`src/uuer_pkg.sv`:
```
/*
 * Shared constants for the upstream endpoint register block: register
 * indices, field positions, reset values and bus response codes.
 * Assumes a 32-bit AXI4-Lite register bus with one word per register.
 */
`default_nettype none
package uuer_pkg;
    localparam int ADDR_W = 12;
    localparam int WORD_W = ADDR_W - 2;
    localparam int EP_NUM = 4;
    localparam int EP_W = 2;
    localparam int PTR_W = 3;
    localparam int BUF_AW = EP_W + 1 + PTR_W;
    localparam int BUF_BYTES = 64;

    // Register indices; the byte address is four times the index.
    localparam logic [WORD_W-1:0] REG_MAIN_STATUS = 10'h0a0;
    localparam logic [WORD_W-1:0] REG_MAIN_CONTROL = 10'h0a1;
    localparam logic [WORD_W-1:0] REG_FUNCTION_ADDRESS = 10'h0a2;
    localparam logic [WORD_W-1:0] REG_ENDPOINT_ENABLE = 10'h0a3;
    localparam logic [WORD_W-1:0] REG_ENDPOINT_CONFIG = 10'h0a6;
    localparam logic [WORD_W-1:0] REG_BUFFER_SELECT = 10'h0a8;
    localparam logic [WORD_W-1:0] REG_HANDSHAKE_STATUS = 10'h0aa;
    localparam logic [WORD_W-1:0] REG_BUFFER_DATA_PORT = 10'h0ab;
    localparam logic [WORD_W-1:0] REG_BUFFER_COUNT_LOW = 10'h0ac;
    localparam logic [WORD_W-1:0] REG_PROCESSOR_COUNT_LOW = 10'h0ae;

    // Main status and main control fields.
    localparam int MS_SOF = 0;
    localparam int MS_RXF = 1;
    localparam int MS_TXE = 2;
    localparam int MS_IDLE = 3;
    localparam int MS_BRST = 4;
    localparam int MS_RSM = 7;
    localparam int MC_CLK_STOP = 4;
    localparam int MC_RSM_IE = 5;
    localparam int MC_RSM_DRV = 6;
    localparam int MC_SUSPEND = 7;
    localparam logic [7:0] MC_RESET = 8'h00;

    // Endpoint configuration fields.
    localparam int CF_DEV_LSB = 0;
    localparam int CF_DEV1_EN = 4;
    localparam int CF_DEV2_EN = 5;
    localparam int CF_BUF_DEV0 = 6;
    localparam logic [7:0] CF_MASK = 8'h73;

    // Buffer select fields.
    localparam int BS_DIR = 2;
    localparam int BS_RXCLR_N = 3;
    localparam int BS_WBUSY = 2;
    localparam int BS_RBUSY = 3;

    // Handshake status fields.
    localparam int HS_ACK_TX = 0;
    localparam int HS_ERR = 1;
    localparam int HS_ACK_RX = 2;
    localparam int HS_STALL = 2;
    localparam int HS_SETUP = 3;
    localparam int HS_TOGGLE = 4;
    localparam int HS_RXF = 5;
    localparam int HS_TXE = 6;
    localparam int HS_DIR = 7;

    localparam logic [1:0] RESP_OKAY = 2'h0;
    localparam logic [1:0] RESP_SLVERR = 2'h2;
endpackage
`default_nettype wire

```
`src/uuer_regs.sv`:
```
/*
 * Register file of the upstream serial interface engine: main status and
 * control, function address, endpoint enables and configuration, the
 * shared endpoint buffer with its data and count ports, and the handshake
 * status per endpoint, all behind an AXI4-Lite slave.
 * Assumes the engine's event inputs are single-cycle pulses on clk_sys.
 */
`timescale 1ns/1ps
`default_nettype none
module uuer_regs (
    input wire logic clk_sys,
    input wire logic reset,
    input wire logic clk_en,
    input wire logic [uuer_pkg::ADDR_W-1:0] s_axi_awaddr,
    input wire logic s_axi_awvalid,
    output logic s_axi_awready,
    input wire logic [31:0] s_axi_wdata,
    input wire logic [3:0] s_axi_wstrb,
    input wire logic s_axi_wvalid,
    output logic s_axi_wready,
    output logic [1:0] s_axi_bresp,
    output logic s_axi_bvalid,
    input wire logic s_axi_bready,
    input wire logic [uuer_pkg::ADDR_W-1:0] s_axi_araddr,
    input wire logic s_axi_arvalid,
    output logic s_axi_arready,
    output logic [31:0] s_axi_rdata,
    output logic [1:0] s_axi_rresp,
    output logic s_axi_rvalid,
    input wire logic s_axi_rready,
    input wire logic sie_sof,
    input wire logic sie_bus_idle,
    input wire logic sie_bus_reset,
    input wire logic sie_resume,
    input wire logic [uuer_pkg::EP_W-1:0] sie_ep,
    input wire logic sie_rx_done,
    input wire logic sie_rx_setup,
    input wire logic [7:0] sie_rx_count,
    input wire logic sie_tx_done,
    input wire logic sie_error,
    input wire logic sie_buf_wr,
    input wire logic [uuer_pkg::BUF_AW-1:0] sie_buf_addr,
    input wire logic [7:0] sie_buf_wdata,
    output logic [7:0] sie_buf_rdata,
    output logic [7:0] sie_tx_count,
    output logic [6:0] function_address,
    output logic [uuer_pkg::EP_NUM-1:0] endpoint_enable,
    output logic [uuer_pkg::EP_NUM-1:0] endpoint_stall,
    output logic [uuer_pkg::EP_NUM-1:0] endpoint_toggle,
    output logic [uuer_pkg::EP_NUM-1:0] transmit_loaded_flag,
    output logic [1:0] config_device_address,
    output logic config_device1_enable,
    output logic config_device2_enable,
    output logic buffer_to_device0,
    output logic clock_stop_request,
    output logic drive_resume,
    output logic suspend_in,
    output logic usb_irq
);
    import uuer_pkg::*;

    logic aw_got_ff, w_got_ff, bvalid_ff, rvalid_ff;
    logic [WORD_W-1:0] aw_idx_ff, rd_idx_ff;
    logic [7:0] wbyte_ff;
    logic wstb_ff;
    logic [1:0] bresp_ff, rresp_ff;
    logic [7:0] rdata_ff;
    logic wr_go, ar_go;
    logic [WORD_W-1:0] ar_idx;

    logic [7:0] ctrl_ff, cfg_ff;
    logic st_sof_ff, st_rxf_ff, st_txe_ff, st_idle_ff, st_rsm_ff;
    logic [6:0] func_addr_ff;
    logic [EP_NUM-1:1] ep_en_ff;
    logic [EP_W-1:0] sel_ep_ff;
    logic sel_dir_ff, wbusy_ff, rbusy_ff, irq_ff;
    logic [PTR_W-1:0] ptr_ff;
    logic [EP_NUM-1:0] stall_ff, tog_ff, ack_tx_ff, err_ff, ack_rx_ff;
    logic [EP_NUM-1:0] setup_ff, rxf_ff, txl_ff, dir_ff;
    logic [7:0] rx_cnt_ff [EP_NUM];
    logic [7:0] tx_cnt_ff [EP_NUM];
    logic [7:0] buf_mem [BUF_BYTES];
    logic [7:0] sie_rdata_ff, sie_txc_ff;
    logic [BUF_AW-1:0] cpu_addr;

    logic w_ctrl, w_func, w_epen, w_cfg, w_sel, w_hs, w_data, w_cnt;
    logic w_hit, r_hit, r_data;
    logic [7:0] rd_val;

    // A read is held off while a write completes so that both channels
    // never move the byte pointer in the same cycle.
    assign s_axi_awready = clk_en & ~aw_got_ff & ~bvalid_ff;
    assign s_axi_wready = clk_en & ~w_got_ff & ~bvalid_ff;
    assign wr_go = clk_en & aw_got_ff & w_got_ff & ~bvalid_ff;
    assign s_axi_arready = clk_en & ~rvalid_ff & ~wr_go;
    assign ar_go = s_axi_arvalid & s_axi_arready;
    assign ar_idx = s_axi_araddr[ADDR_W-1:2];
    assign cpu_addr = {sel_ep_ff, sel_dir_ff, ptr_ff};

    always_ff @(posedge clk_sys or posedge reset) begin
        if (reset) begin
            aw_got_ff <= 1'b0;
            w_got_ff <= 1'b0;
            bvalid_ff <= 1'b0;
            bresp_ff <= RESP_OKAY;
            aw_idx_ff <= '0;
            wbyte_ff <= 8'h00;
            wstb_ff <= 1'b0;
        end else if (clk_en) begin
            if (s_axi_awvalid && s_axi_awready) begin
                aw_got_ff <= 1'b1;
                aw_idx_ff <= s_axi_awaddr[ADDR_W-1:2];
            end
            if (s_axi_wvalid && s_axi_wready) begin
                w_got_ff <= 1'b1;
                wbyte_ff <= s_axi_wdata[7:0];
                wstb_ff <= s_axi_wstrb[0];
            end
            if (wr_go) begin
                aw_got_ff <= 1'b0;
                w_got_ff <= 1'b0;
                bvalid_ff <= 1'b1;
                bresp_ff <= w_hit ? RESP_OKAY : RESP_SLVERR;
            end else if (s_axi_bready) begin
                bvalid_ff <= 1'b0;
            end
        end
    end

    always_comb begin
        w_ctrl = 1'b0;
        w_func = 1'b0;
        w_epen = 1'b0;
        w_cfg = 1'b0;
        w_sel = 1'b0;
        w_hs = 1'b0;
        w_data = 1'b0;
        w_cnt = 1'b0;
        w_hit = 1'b1;
        if (aw_idx_ff == REG_MAIN_STATUS) begin
        end else if (aw_idx_ff == REG_MAIN_CONTROL) begin
            w_ctrl = 1'b1;
        end else if (aw_idx_ff == REG_FUNCTION_ADDRESS) begin
            w_func = 1'b1;
        end else if (aw_idx_ff == REG_ENDPOINT_ENABLE) begin
            w_epen = 1'b1;
        end else if (aw_idx_ff == REG_ENDPOINT_CONFIG) begin
            w_cfg = 1'b1;
        end else if (aw_idx_ff == REG_BUFFER_SELECT) begin
            w_sel = 1'b1;
        end else if (aw_idx_ff == REG_HANDSHAKE_STATUS) begin
            w_hs = 1'b1;
        end else if (aw_idx_ff == REG_BUFFER_DATA_PORT) begin
            w_data = 1'b1;
        end else if (aw_idx_ff == REG_BUFFER_COUNT_LOW ||
                     aw_idx_ff == REG_PROCESSOR_COUNT_LOW) begin
            w_cnt = 1'b1;
        end else begin
            w_hit = 1'b0;
        end
    end

    // Register side effects fire only on an accepted write with lane 0 on.
    logic wr_en;
    assign wr_en = wr_go & wstb_ff;

    always_comb begin
        rd_val = 8'h00;
        r_hit = 1'b1;
        r_data = 1'b0;
        if (ar_idx == REG_MAIN_STATUS) begin
            rd_val[MS_SOF] = st_sof_ff;
            rd_val[MS_RXF] = st_rxf_ff;
            rd_val[MS_TXE] = st_txe_ff;
            rd_val[MS_IDLE] = st_idle_ff;
            rd_val[MS_BRST] = sie_bus_reset;
            rd_val[MS_RSM] = st_rsm_ff;
        end else if (ar_idx == REG_MAIN_CONTROL) begin
            rd_val = ctrl_ff;
        end else if (ar_idx == REG_FUNCTION_ADDRESS) begin
            rd_val = {1'b0, func_addr_ff};
        end else if (ar_idx == REG_ENDPOINT_ENABLE) begin
            rd_val = {4'h0, ep_en_ff, 1'b1};
        end else if (ar_idx == REG_ENDPOINT_CONFIG) begin
            rd_val = 8'h00;
        end else if (ar_idx == REG_BUFFER_SELECT) begin
            rd_val[EP_W-1:0] = sel_ep_ff;
            rd_val[BS_WBUSY] = wbusy_ff;
            rd_val[BS_RBUSY] = rbusy_ff;
        end else if (ar_idx == REG_HANDSHAKE_STATUS) begin
            rd_val[HS_ACK_TX] = ack_tx_ff[sel_ep_ff];
            rd_val[HS_ERR] = err_ff[sel_ep_ff];
            rd_val[HS_ACK_RX] = ack_rx_ff[sel_ep_ff];
            rd_val[HS_SETUP] = setup_ff[sel_ep_ff];
            rd_val[HS_TOGGLE] = tog_ff[sel_ep_ff];
            rd_val[HS_RXF] = rxf_ff[sel_ep_ff];
            rd_val[HS_TXE] = ~txl_ff[sel_ep_ff];
            rd_val[HS_DIR] = dir_ff[sel_ep_ff];
        end else if (ar_idx == REG_BUFFER_DATA_PORT) begin
            rd_val = buf_mem[cpu_addr];
            r_data = 1'b1;
        end else if (ar_idx == REG_BUFFER_COUNT_LOW ||
                     ar_idx == REG_PROCESSOR_COUNT_LOW) begin
            rd_val = rx_cnt_ff[sel_ep_ff];
        end else begin
            r_hit = 1'b0;
        end
    end

    always_ff @(posedge clk_sys or posedge reset) begin
        if (reset) begin
            rvalid_ff <= 1'b0;
            rdata_ff <= 8'h00;
            rresp_ff <= RESP_OKAY;
            rd_idx_ff <= '0;
        end else if (clk_en) begin
            if (ar_go) begin
                rvalid_ff <= 1'b1;
                rdata_ff <= rd_val;
                rresp_ff <= r_hit ? RESP_OKAY : RESP_SLVERR;
                rd_idx_ff <= ar_idx;
            end else if (s_axi_rready) begin
                rvalid_ff <= 1'b0;
            end
        end
    end

    // Sticky main status flags; a hardware event wins over a clear.
    always_ff @(posedge clk_sys or posedge reset) begin
        if (reset) begin
            ctrl_ff <= MC_RESET;
            st_sof_ff <= 1'b0;
            st_rxf_ff <= 1'b0;
            st_txe_ff <= 1'b0;
            st_idle_ff <= 1'b0;
            st_rsm_ff <= 1'b0;
            irq_ff <= 1'b0;
        end else if (clk_en) begin
            if (w_ctrl && wr_en) begin
                ctrl_ff <= wbyte_ff;
                if (!wbyte_ff[MS_SOF]) st_sof_ff <= 1'b0;
                if (!wbyte_ff[MS_RXF]) st_rxf_ff <= 1'b0;
                if (!wbyte_ff[MS_TXE]) st_txe_ff <= 1'b0;
                if (!wbyte_ff[MS_IDLE]) st_idle_ff <= 1'b0;
                if (!wbyte_ff[MC_RSM_IE]) st_rsm_ff <= 1'b0;
            end
            if (sie_sof && ctrl_ff[MS_SOF]) st_sof_ff <= 1'b1;
            if (sie_rx_done && ctrl_ff[MS_RXF]) st_rxf_ff <= 1'b1;
            if (sie_tx_done && ctrl_ff[MS_TXE]) st_txe_ff <= 1'b1;
            if (sie_bus_idle) st_idle_ff <= 1'b1;
            if (sie_resume && ctrl_ff[MC_RSM_IE]) st_rsm_ff <= 1'b1;
            irq_ff <= st_sof_ff | st_rxf_ff | st_txe_ff | st_rsm_ff;
        end
    end

    always_ff @(posedge clk_sys or posedge reset) begin
        if (reset) begin
            func_addr_ff <= 7'h00;
            ep_en_ff <= '0;
            cfg_ff <= 8'h00;
        end else if (clk_en && wr_en) begin
            if (w_func) func_addr_ff <= wbyte_ff[6:0];
            if (w_epen) ep_en_ff <= wbyte_ff[EP_NUM-1:1];
            if (w_cfg) cfg_ff <= wbyte_ff & CF_MASK;
        end
    end

    // Buffer selection, byte pointer and the access-in-progress flags.
    always_ff @(posedge clk_sys or posedge reset) begin
        if (reset) begin
            sel_ep_ff <= '0;
            sel_dir_ff <= 1'b0;
            ptr_ff <= '0;
            wbusy_ff <= 1'b0;
            rbusy_ff <= 1'b0;
        end else if (clk_en) begin
            wbusy_ff <= w_data & wr_en;
            rbusy_ff <= ar_go & r_data;
            if (w_sel && wr_en) begin
                sel_ep_ff <= wbyte_ff[EP_W-1:0];
                sel_dir_ff <= wbyte_ff[BS_DIR];
                ptr_ff <= '0;
            end else if ((w_data && wr_en) || (ar_go && r_data)) begin
                ptr_ff <= ptr_ff + 3'h1;
            end
        end
    end

    // Per-endpoint handshake state. Engine events are applied first so a
    // software set of the same flag in that cycle still lands.
    always_ff @(posedge clk_sys or posedge reset) begin
        if (reset) begin
            stall_ff <= '0;
            tog_ff <= '0;
            ack_tx_ff <= '0;
            err_ff <= '0;
            ack_rx_ff <= '0;
            setup_ff <= '0;
            rxf_ff <= '0;
            txl_ff <= '0;
            dir_ff <= '0;
            for (int i = 0; i < EP_NUM; i++) begin
                rx_cnt_ff[i] <= 8'h00;
                tx_cnt_ff[i] <= 8'h00;
            end
        end else if (clk_en) begin
            if (sie_rx_done) begin
                rxf_ff[sie_ep] <= 1'b1;
                ack_rx_ff[sie_ep] <= 1'b1;
                err_ff[sie_ep] <= 1'b0;
                setup_ff[sie_ep] <= sie_rx_setup;
                dir_ff[sie_ep] <= 1'b0;
                tog_ff[sie_ep] <= ~tog_ff[sie_ep];
                rx_cnt_ff[sie_ep] <= sie_rx_count;
            end else if (sie_tx_done) begin
                txl_ff[sie_ep] <= 1'b0;
                ack_tx_ff[sie_ep] <= 1'b1;
                err_ff[sie_ep] <= 1'b0;
                dir_ff[sie_ep] <= 1'b1;
                tog_ff[sie_ep] <= ~tog_ff[sie_ep];
            end else if (sie_error) begin
                err_ff[sie_ep] <= 1'b1;
            end
            if (w_sel && wr_en && !wbyte_ff[BS_RXCLR_N] &&
                !(sie_rx_done && sie_ep == wbyte_ff[EP_W-1:0])) begin
                rxf_ff[wbyte_ff[EP_W-1:0]] <= 1'b0;
            end
            if (w_hs && wr_en) begin
                stall_ff[sel_ep_ff] <= wbyte_ff[HS_STALL];
                tog_ff[sel_ep_ff] <= wbyte_ff[HS_TOGGLE];
            end
            if (w_cnt && wr_en) begin
                tx_cnt_ff[sel_ep_ff] <= wbyte_ff;
                txl_ff[sel_ep_ff] <= 1'b1;
            end
        end
    end

    // The engine write takes priority on a shared byte; software should
    // not touch a region the engine is filling.
    always_ff @(posedge clk_sys) begin
        if (clk_en) begin
            if (w_data && wr_en) begin
                buf_mem[cpu_addr] <= wbyte_ff;
            end
            if (sie_buf_wr) begin
                buf_mem[sie_buf_addr] <= sie_buf_wdata;
            end
        end
    end

    always_ff @(posedge clk_sys or posedge reset) begin
        if (reset) begin
            sie_rdata_ff <= 8'h00;
            sie_txc_ff <= 8'h00;
        end else if (clk_en) begin
            sie_rdata_ff <= buf_mem[sie_buf_addr];
            sie_txc_ff <= tx_cnt_ff[sie_ep];
        end
    end

    assign s_axi_bvalid = bvalid_ff;
    assign s_axi_bresp = bresp_ff;
    assign s_axi_rvalid = rvalid_ff;
    assign s_axi_rresp = rresp_ff;
    assign s_axi_rdata = {24'h000000, rdata_ff};
    assign sie_buf_rdata = sie_rdata_ff;
    assign sie_tx_count = sie_txc_ff;
    assign function_address = func_addr_ff;
    assign endpoint_enable = {ep_en_ff, 1'b1};
    assign endpoint_stall = stall_ff;
    assign endpoint_toggle = tog_ff;
    assign transmit_loaded_flag = txl_ff;
    assign config_device_address = cfg_ff[CF_DEV_LSB+1:CF_DEV_LSB];
    assign config_device1_enable = cfg_ff[CF_DEV1_EN];
    assign config_device2_enable = cfg_ff[CF_DEV2_EN];
    assign buffer_to_device0 = cfg_ff[CF_BUF_DEV0];
    assign clock_stop_request = ctrl_ff[MC_CLK_STOP];
    assign drive_resume = ctrl_ff[MC_RSM_DRV];
    assign suspend_in = ctrl_ff[MC_SUSPEND];
    assign usb_irq = irq_ff;
endmodule // uuer_regs
`default_nettype wire

```
`config.mk`:
```
export PLATFORM = sky130hd
export DESIGN_NAME = uuer_regs
export DESIGN_NICKNAME = d
export VERILOG_FILES = /design/src/uuer_pkg.sv /design/src/uuer_regs.sv
export SDC_FILE = /design/constraint.sdc
export NUM_CORES = 1
export LEC_CHECK = 0
export BUFFER_PORTS_ARGS = -buffer_cell sky130_fd_sc_hd__buf_4
export CAP_MARGIN = 20
export CORE_MARGIN = 2
export CORE_UTILIZATION = 45
export CTS_CLUSTER_DIAMETER = 30
export CTS_CLUSTER_SIZE = 16
export DETAILED_ROUTE_END_ITERATION = 10
export PLACE_DENSITY_LB_ADDON = 0.25
export SETUP_SLACK_MARGIN = 0.15
export SLEW_MARGIN = 15
export SYNTH_ARGS = -nofsm -noshare
export SYNTH_HDL_FRONTEND = slang
export SYNTH_SLANG_ARGS = --single-unit
```
`constraint.sdc`:
```
create_clock -name clk_sys -period 13.8 [get_ports clk_sys]
set_input_delay 0.69 -clock clk_sys [delete_from_list [all_inputs] [get_ports clk_sys]]
set_output_delay 0.69 -clock clk_sys [all_outputs]
set_load 0.03 [all_outputs]
```
[Word level (Yosys, flattened, before mapping)]
Memories as Yosys holds them, arrays and structs flattened. A register that Yosys moved wholly into a read port is not among the register bits.
Index checks and enable logic that the tools add are counted.
Storage, ports and cells
  register bits after elaboration: 180
  bits in writable memories: 512
  input bits: 101
  output and inout port bits: 89
  word-level logic and storage cells: 352
  memories: 1
Operators by class
  add/sub/neg operators: 1
  magnitude comparators: 10
  eq/ne operators: 26
  multiplexer cells: 170
  bitwise operators: 38
  reduce and logical (&&, ||, !) cells: 63
Memories
  buf_mem: depth 64, width 8, read ports 2, clocked after memory_dff 1, write ports 2, line uuer_regs.sv:82  | logic [7:0] buf_mem [BUF_BYTES];
Operators by type and width (number)
  $eq 10x8->1 const B: 20
  $mux 1: 111
  $mux 8: 13
  $mux 4: 18
  $bwmux 32: 2
  $reduce_and 2->1: 19
  $bmux 8 s2: 2
  $demux 8 s2: 2
  $or 4x4->4: 6
  $reduce_bool 2->1: 11
  $logic_and 1x1->1: 21
  $bmux 1 s2: 9
  $reduce_and 3->1: 6
  $and 4x4->4: 4
  $bwmux 4: 4
  $and 1x1->1: 13
  $lt 2x3->1 const B: 3
  $ne 2x1->1 const B: 4
  $not 1->1: 8
  $not 4->4: 2
  $demux 1 s2: 3
  $ge 2x1->1 const B: 3
  $ge 3x3->1 const B: 2
  $lt 3x1->1 const B: 2
  11 further kinds: 20

[Logic depth before layout (Yosys ltp)]
  depth in word-level cells: 13
  depth in mapped cells: 11
  mapped depth without buffers: 6

[Least setup slack after synthesis]
OpenSTA, ideal clock, no wires.
  path type: input port to flip-flop
  start point: input port clk_en
  end point: memory buf_mem[47][0] (enable)
  library setup time: 0.376 ns
  arrival: 2.402 ns
  required time: 13.424 ns
  setup slack: 11.022 ns
  stages: 7
  buffers on the path: 2
  cell sequence: and4b_1 > clkbuf_2 > nand4_1 > nor4_1 > buf_2 > nand2_1 > o22ai_1
RTL lines
  start, declared: line uuer_regs.sv:13  | input wire logic clk_en,
  end, declared: line uuer_regs.sv:82

==> results.py <==
metrics = {
    "timing": {
        "fin_crit_ns": 4.732,
        "fmax_ghz": 0.2113,
        "tns_ns": 0,
        "slew_headroom": 0.1537,
        "drv_slew": 0,
        "rsz0062_at_grt": "false",
        "worst_pin_slew_ns": 1.265,
        "report.final.hold_viol_count": 0,
        "setup_viol": 0,
        "period_share": 0.3429,
        "fin_ws_ns": 9.068,
        "finClkSkew_ns": 0.04340,
    },
    "worst_setup_path": {
        "end_kind": "flip-flop",
        "reg2reg_from": "ptr_ff[2]$_DFFE_PP0P_",
        "worstPathCellList": "buf_4 -> buf_4 -> and2_1 -> buf_8 -> nand2_1 -> o22ai_1",
        "crit_required_ns": 14.17,
        "path_max_fanout": 38,
        "crit_start": "ptr_ff[2]$_DFFE_PP0P_",
        "cp_common_cell": "buf_4",
        "cp.arrival_ns": 5.10,
        "crit_path_start_kind": "flip-flop",
        "crit_path_top_delay_cell": "o22ai_1",
        "worst-r2r-setup-slack_ns": 9.07,
        "worstSetupPathType": "flip-flop to flip-flop",
        "cpPeakStageDelay_ns": 1.08,
    },
    "clocking": {
        "clk_pin_slew_worst_paths_ns": 0.05,
        "cts_root_buf": "clkbuf_16",
        "clockBufferDepth": 3,
        "cts_setup_buffers": 0,
        "tritoncts_num_sinks": 698,
        "h-tree-depth": 4,
        "cts_resized": 0,
        "cts_tree": "yes",
        "cts_made_buffers": 168,
        "cts_hold_repair.buffers": 0,
        "clkLatencyLatePin_ns": 0.79,
    },
    "floorplanning": {
        "num_rows": 109,
        "core_um2": 88240,
        "start_util": 0.4527,
        "die_h_um": 301.9,
        "die_area_um2": 91160,
        "io_pins": 190,
        "die_x_um": 301.9,
    },
    "drt": {
        "drt_iter0_drc": 5592,
        "wl_um": 164700,
        "antenna_left": 0,
        "post_drt_wl_per_cell_um": 35.45,
        "drc": 0,
        "firstDrtPassIters": 8,
        "via_per_inst": 7.006,
        "dr_total_vias": 32548,
    },
    "synthesis": {
        "synth-main-ff-cell": "edfxtp_1",
        "yosysWarningCount": 0,
        "async_flop_share": 0.2665,
        "synth.distinct_cells": 91,
        "synthesis.instances": 3261,
        "synth_edf_count": 512,
        "syn_area_per_cell_um2": 12.25,
        "ys_seq_area_frac": 0.5014,
        "ys_ff_latch": 698,
        "syn-cell-area_um2": 39940,
    },
    "finish": {
        "syn_to_final_growth_pct": 18.83,
        "layout.nets": 3436,
        "drive_gt1_frac": 0.3789,
        "final_common_cell": "mux2_2",
        "layout_common_cells": "mux2_2 (594), edfxtp_1 (512), nand2_1 (267), buf_4 (216), o21ai_0 (199)",
    },
    "global_routing": {
        "grt_max_degree": 122,
        "grt_overflow": 0,
        "antenna_found_initial": 9,
        "grt_pass1_wl_um": 231400,
        "grt_usage": 0.3568,
        "grt_pass1_vias": 31428,
    },
    "pwr": {
        "max-vdd-ir-drop_mv": 0.1239,
        "leakage_nw": 16.79,
        "powerDensity_nw_per_um2": 175.9,
    },
    "flow_run": {
        "maxCapViolations": 0,
    },
    "place": {
        "place_hpwl_um": 105100,
        "dp_worst_setup_slack_ns": 8.867,
        "numPortBuffers": 131,
        "routabilityCongestion": 1.024,
    },
    "run_status": {
        "status": "finished clean",
    },
    "hold_path": {
        "hold_class": "input pin to async pin",
    },
}
stage by stage:
step	power, W	util	instances	hold WS, ns	instance area [um^2]
floorplan	0.003794	-	3286	0.4287	40040
global placement	0.004242	0.4704	4311	0.4446	41500
detailed placement	0.004308	0.4710	4318	0.4542	41560
CTS	0.008298	0.5362	4627	0.1199	47310
global route	0.008560	0.5377	4639	0.1239	47450
finish	0.008349	0.5379	4646	0.08891	47470
cells in the mapped netlist (7+ instances only):
library cell	instances	area [um^2]
a21oi_1	85	425.4
a221o_1	20	200.2
a221oi_1	120	1051
a22o_1	23	201.4
a22oi_1	84	630.6
a31oi_1	14	87.58
a32oi_1	15	131.4
and2_1	8	50.05
and3_1	11	68.82
buf_1	19	71.32
buf_2	77	385.4
buf_4	42	315.3
buf_6	9	101.4
clkbuf_1	197	739.5
dfrtp_1	186	4654
edfxtp_1	512	15370
inv_1	15	56.30
mux2_2	594	6689
mux2i_1	90	900.9
mux4_2	92	2072
nand2_1	267	1002
nand2b_1	34	212.7
nand3_1	25	125.1
nand4_1	7	43.79
nor2_1	114	427.9
nor2_2	61	381.6
nor2b_1	21	131.4
nor3_1	14	70.07
nor3b_1	7	52.55
nor4_1	9	56.30
o211ai_1	15	112.6
o21ai_0	200	1001
o221ai_1	18	157.7
o22a_1	9	78.83
o22ai_1	113	706.9
or2_2	7	43.79
final cells by class:
| type | instances | area (um^2) |
|---|---|---|
| diodes | 8 | 20.02 |
| clock buffers | 200 | 4404 |
| clock inverters | 109 | 1345 |
| fillers | 7233 | 40770 |
| inverters | 21 | 86.33 |
| multi-input cells | 2220 | 18400 |
| flip-flops and latches | 698 | 20050 |
| well taps | 1165 | 1458 |
| repair buffers | 225 | 1709 |
logic make-up after synthesis:
| family | count (synthesis) | synth area share |
|---|---|---|
| buffers and inverters | 368 | 0.04348 |
| adders and majority gates | 1 | 0.0003132 |
| AOI/OAI and AO/OA | 795 | 0.1376 |
| and+or+nand+nor | 618 | 0.07446 |
| xor gates and xnor gates | 3 | 0.0006579 |
| DFF | 698 | 0.5014 |
| muxes | 776 | 0.2419 |
| other | 2 | 0.0001880 |
sequential cells by signal (all words and copies together), names as in the netlist, 4 cells and up, named ones only:
signal and cells:
ack_rx_ff 4, wbyte_ff 8, rxf_ff 4, transmit_loaded_flag 4
rx_cnt_ff 32, setup_ff 4, ctrl_ff 8, function_address 7
cfg_ff 5, ack_tx_ff 4, rdata_ff 8, buf_mem 512
sie_tx_count 8, endpoint_stall 4, tx_cnt_ff 32, endpoint_toggle 4
aw_idx_ff 10, sie_buf_rdata 8
worst max-delay path, delay by kind of cell (launching register included):
kind	cells	cell delay, ns
compound gates	1	1.08
buf+inv	3	1.37
flops	1	0.62
simple gates	2	1.17
where the power goes:
part | total, W | internal, W | leakage (nW) | switching, W
sequential | 0.00274 | 0.00258 | 6.96 | 0.000167
clock | 0.00401 | 0.00268 | 2.76 | 0.00134
combinational | 0.00159 | 0.000691 | 7.07 | 0.000899
path summary, 6_finish.rpt:
kind	depth (start not counted)	to
max	6	buf_mem[31][6]$_DFFE_PP_
min	2	tx_cnt_ff[15]$_DFFE_PP0P_
max reg2reg	6	buf_mem[31][6]$_DFFE_PP_
min reg2reg	1	ack_rx_ff[0]$_DFFE_PP0P_
max in group asynchronous	3	ptr_ff[0]$_DFFE_PP0P_
min in group clk_sys	3	st_idle_ff$_DFFE_PP0P_
per-layer routing:
metal / up-vias / global-route usage / wire (um)
met5: - / 0 / 47
met4: 6 / 0.2037 / 10920
met3: 669 / 0.1185 / 22650
met2: 2700 / 0.5153 / 70550
met1: 16233 / 0.4704 / 60540
li1: 12940 / - / -
Power figures use the tool's default switching activity.
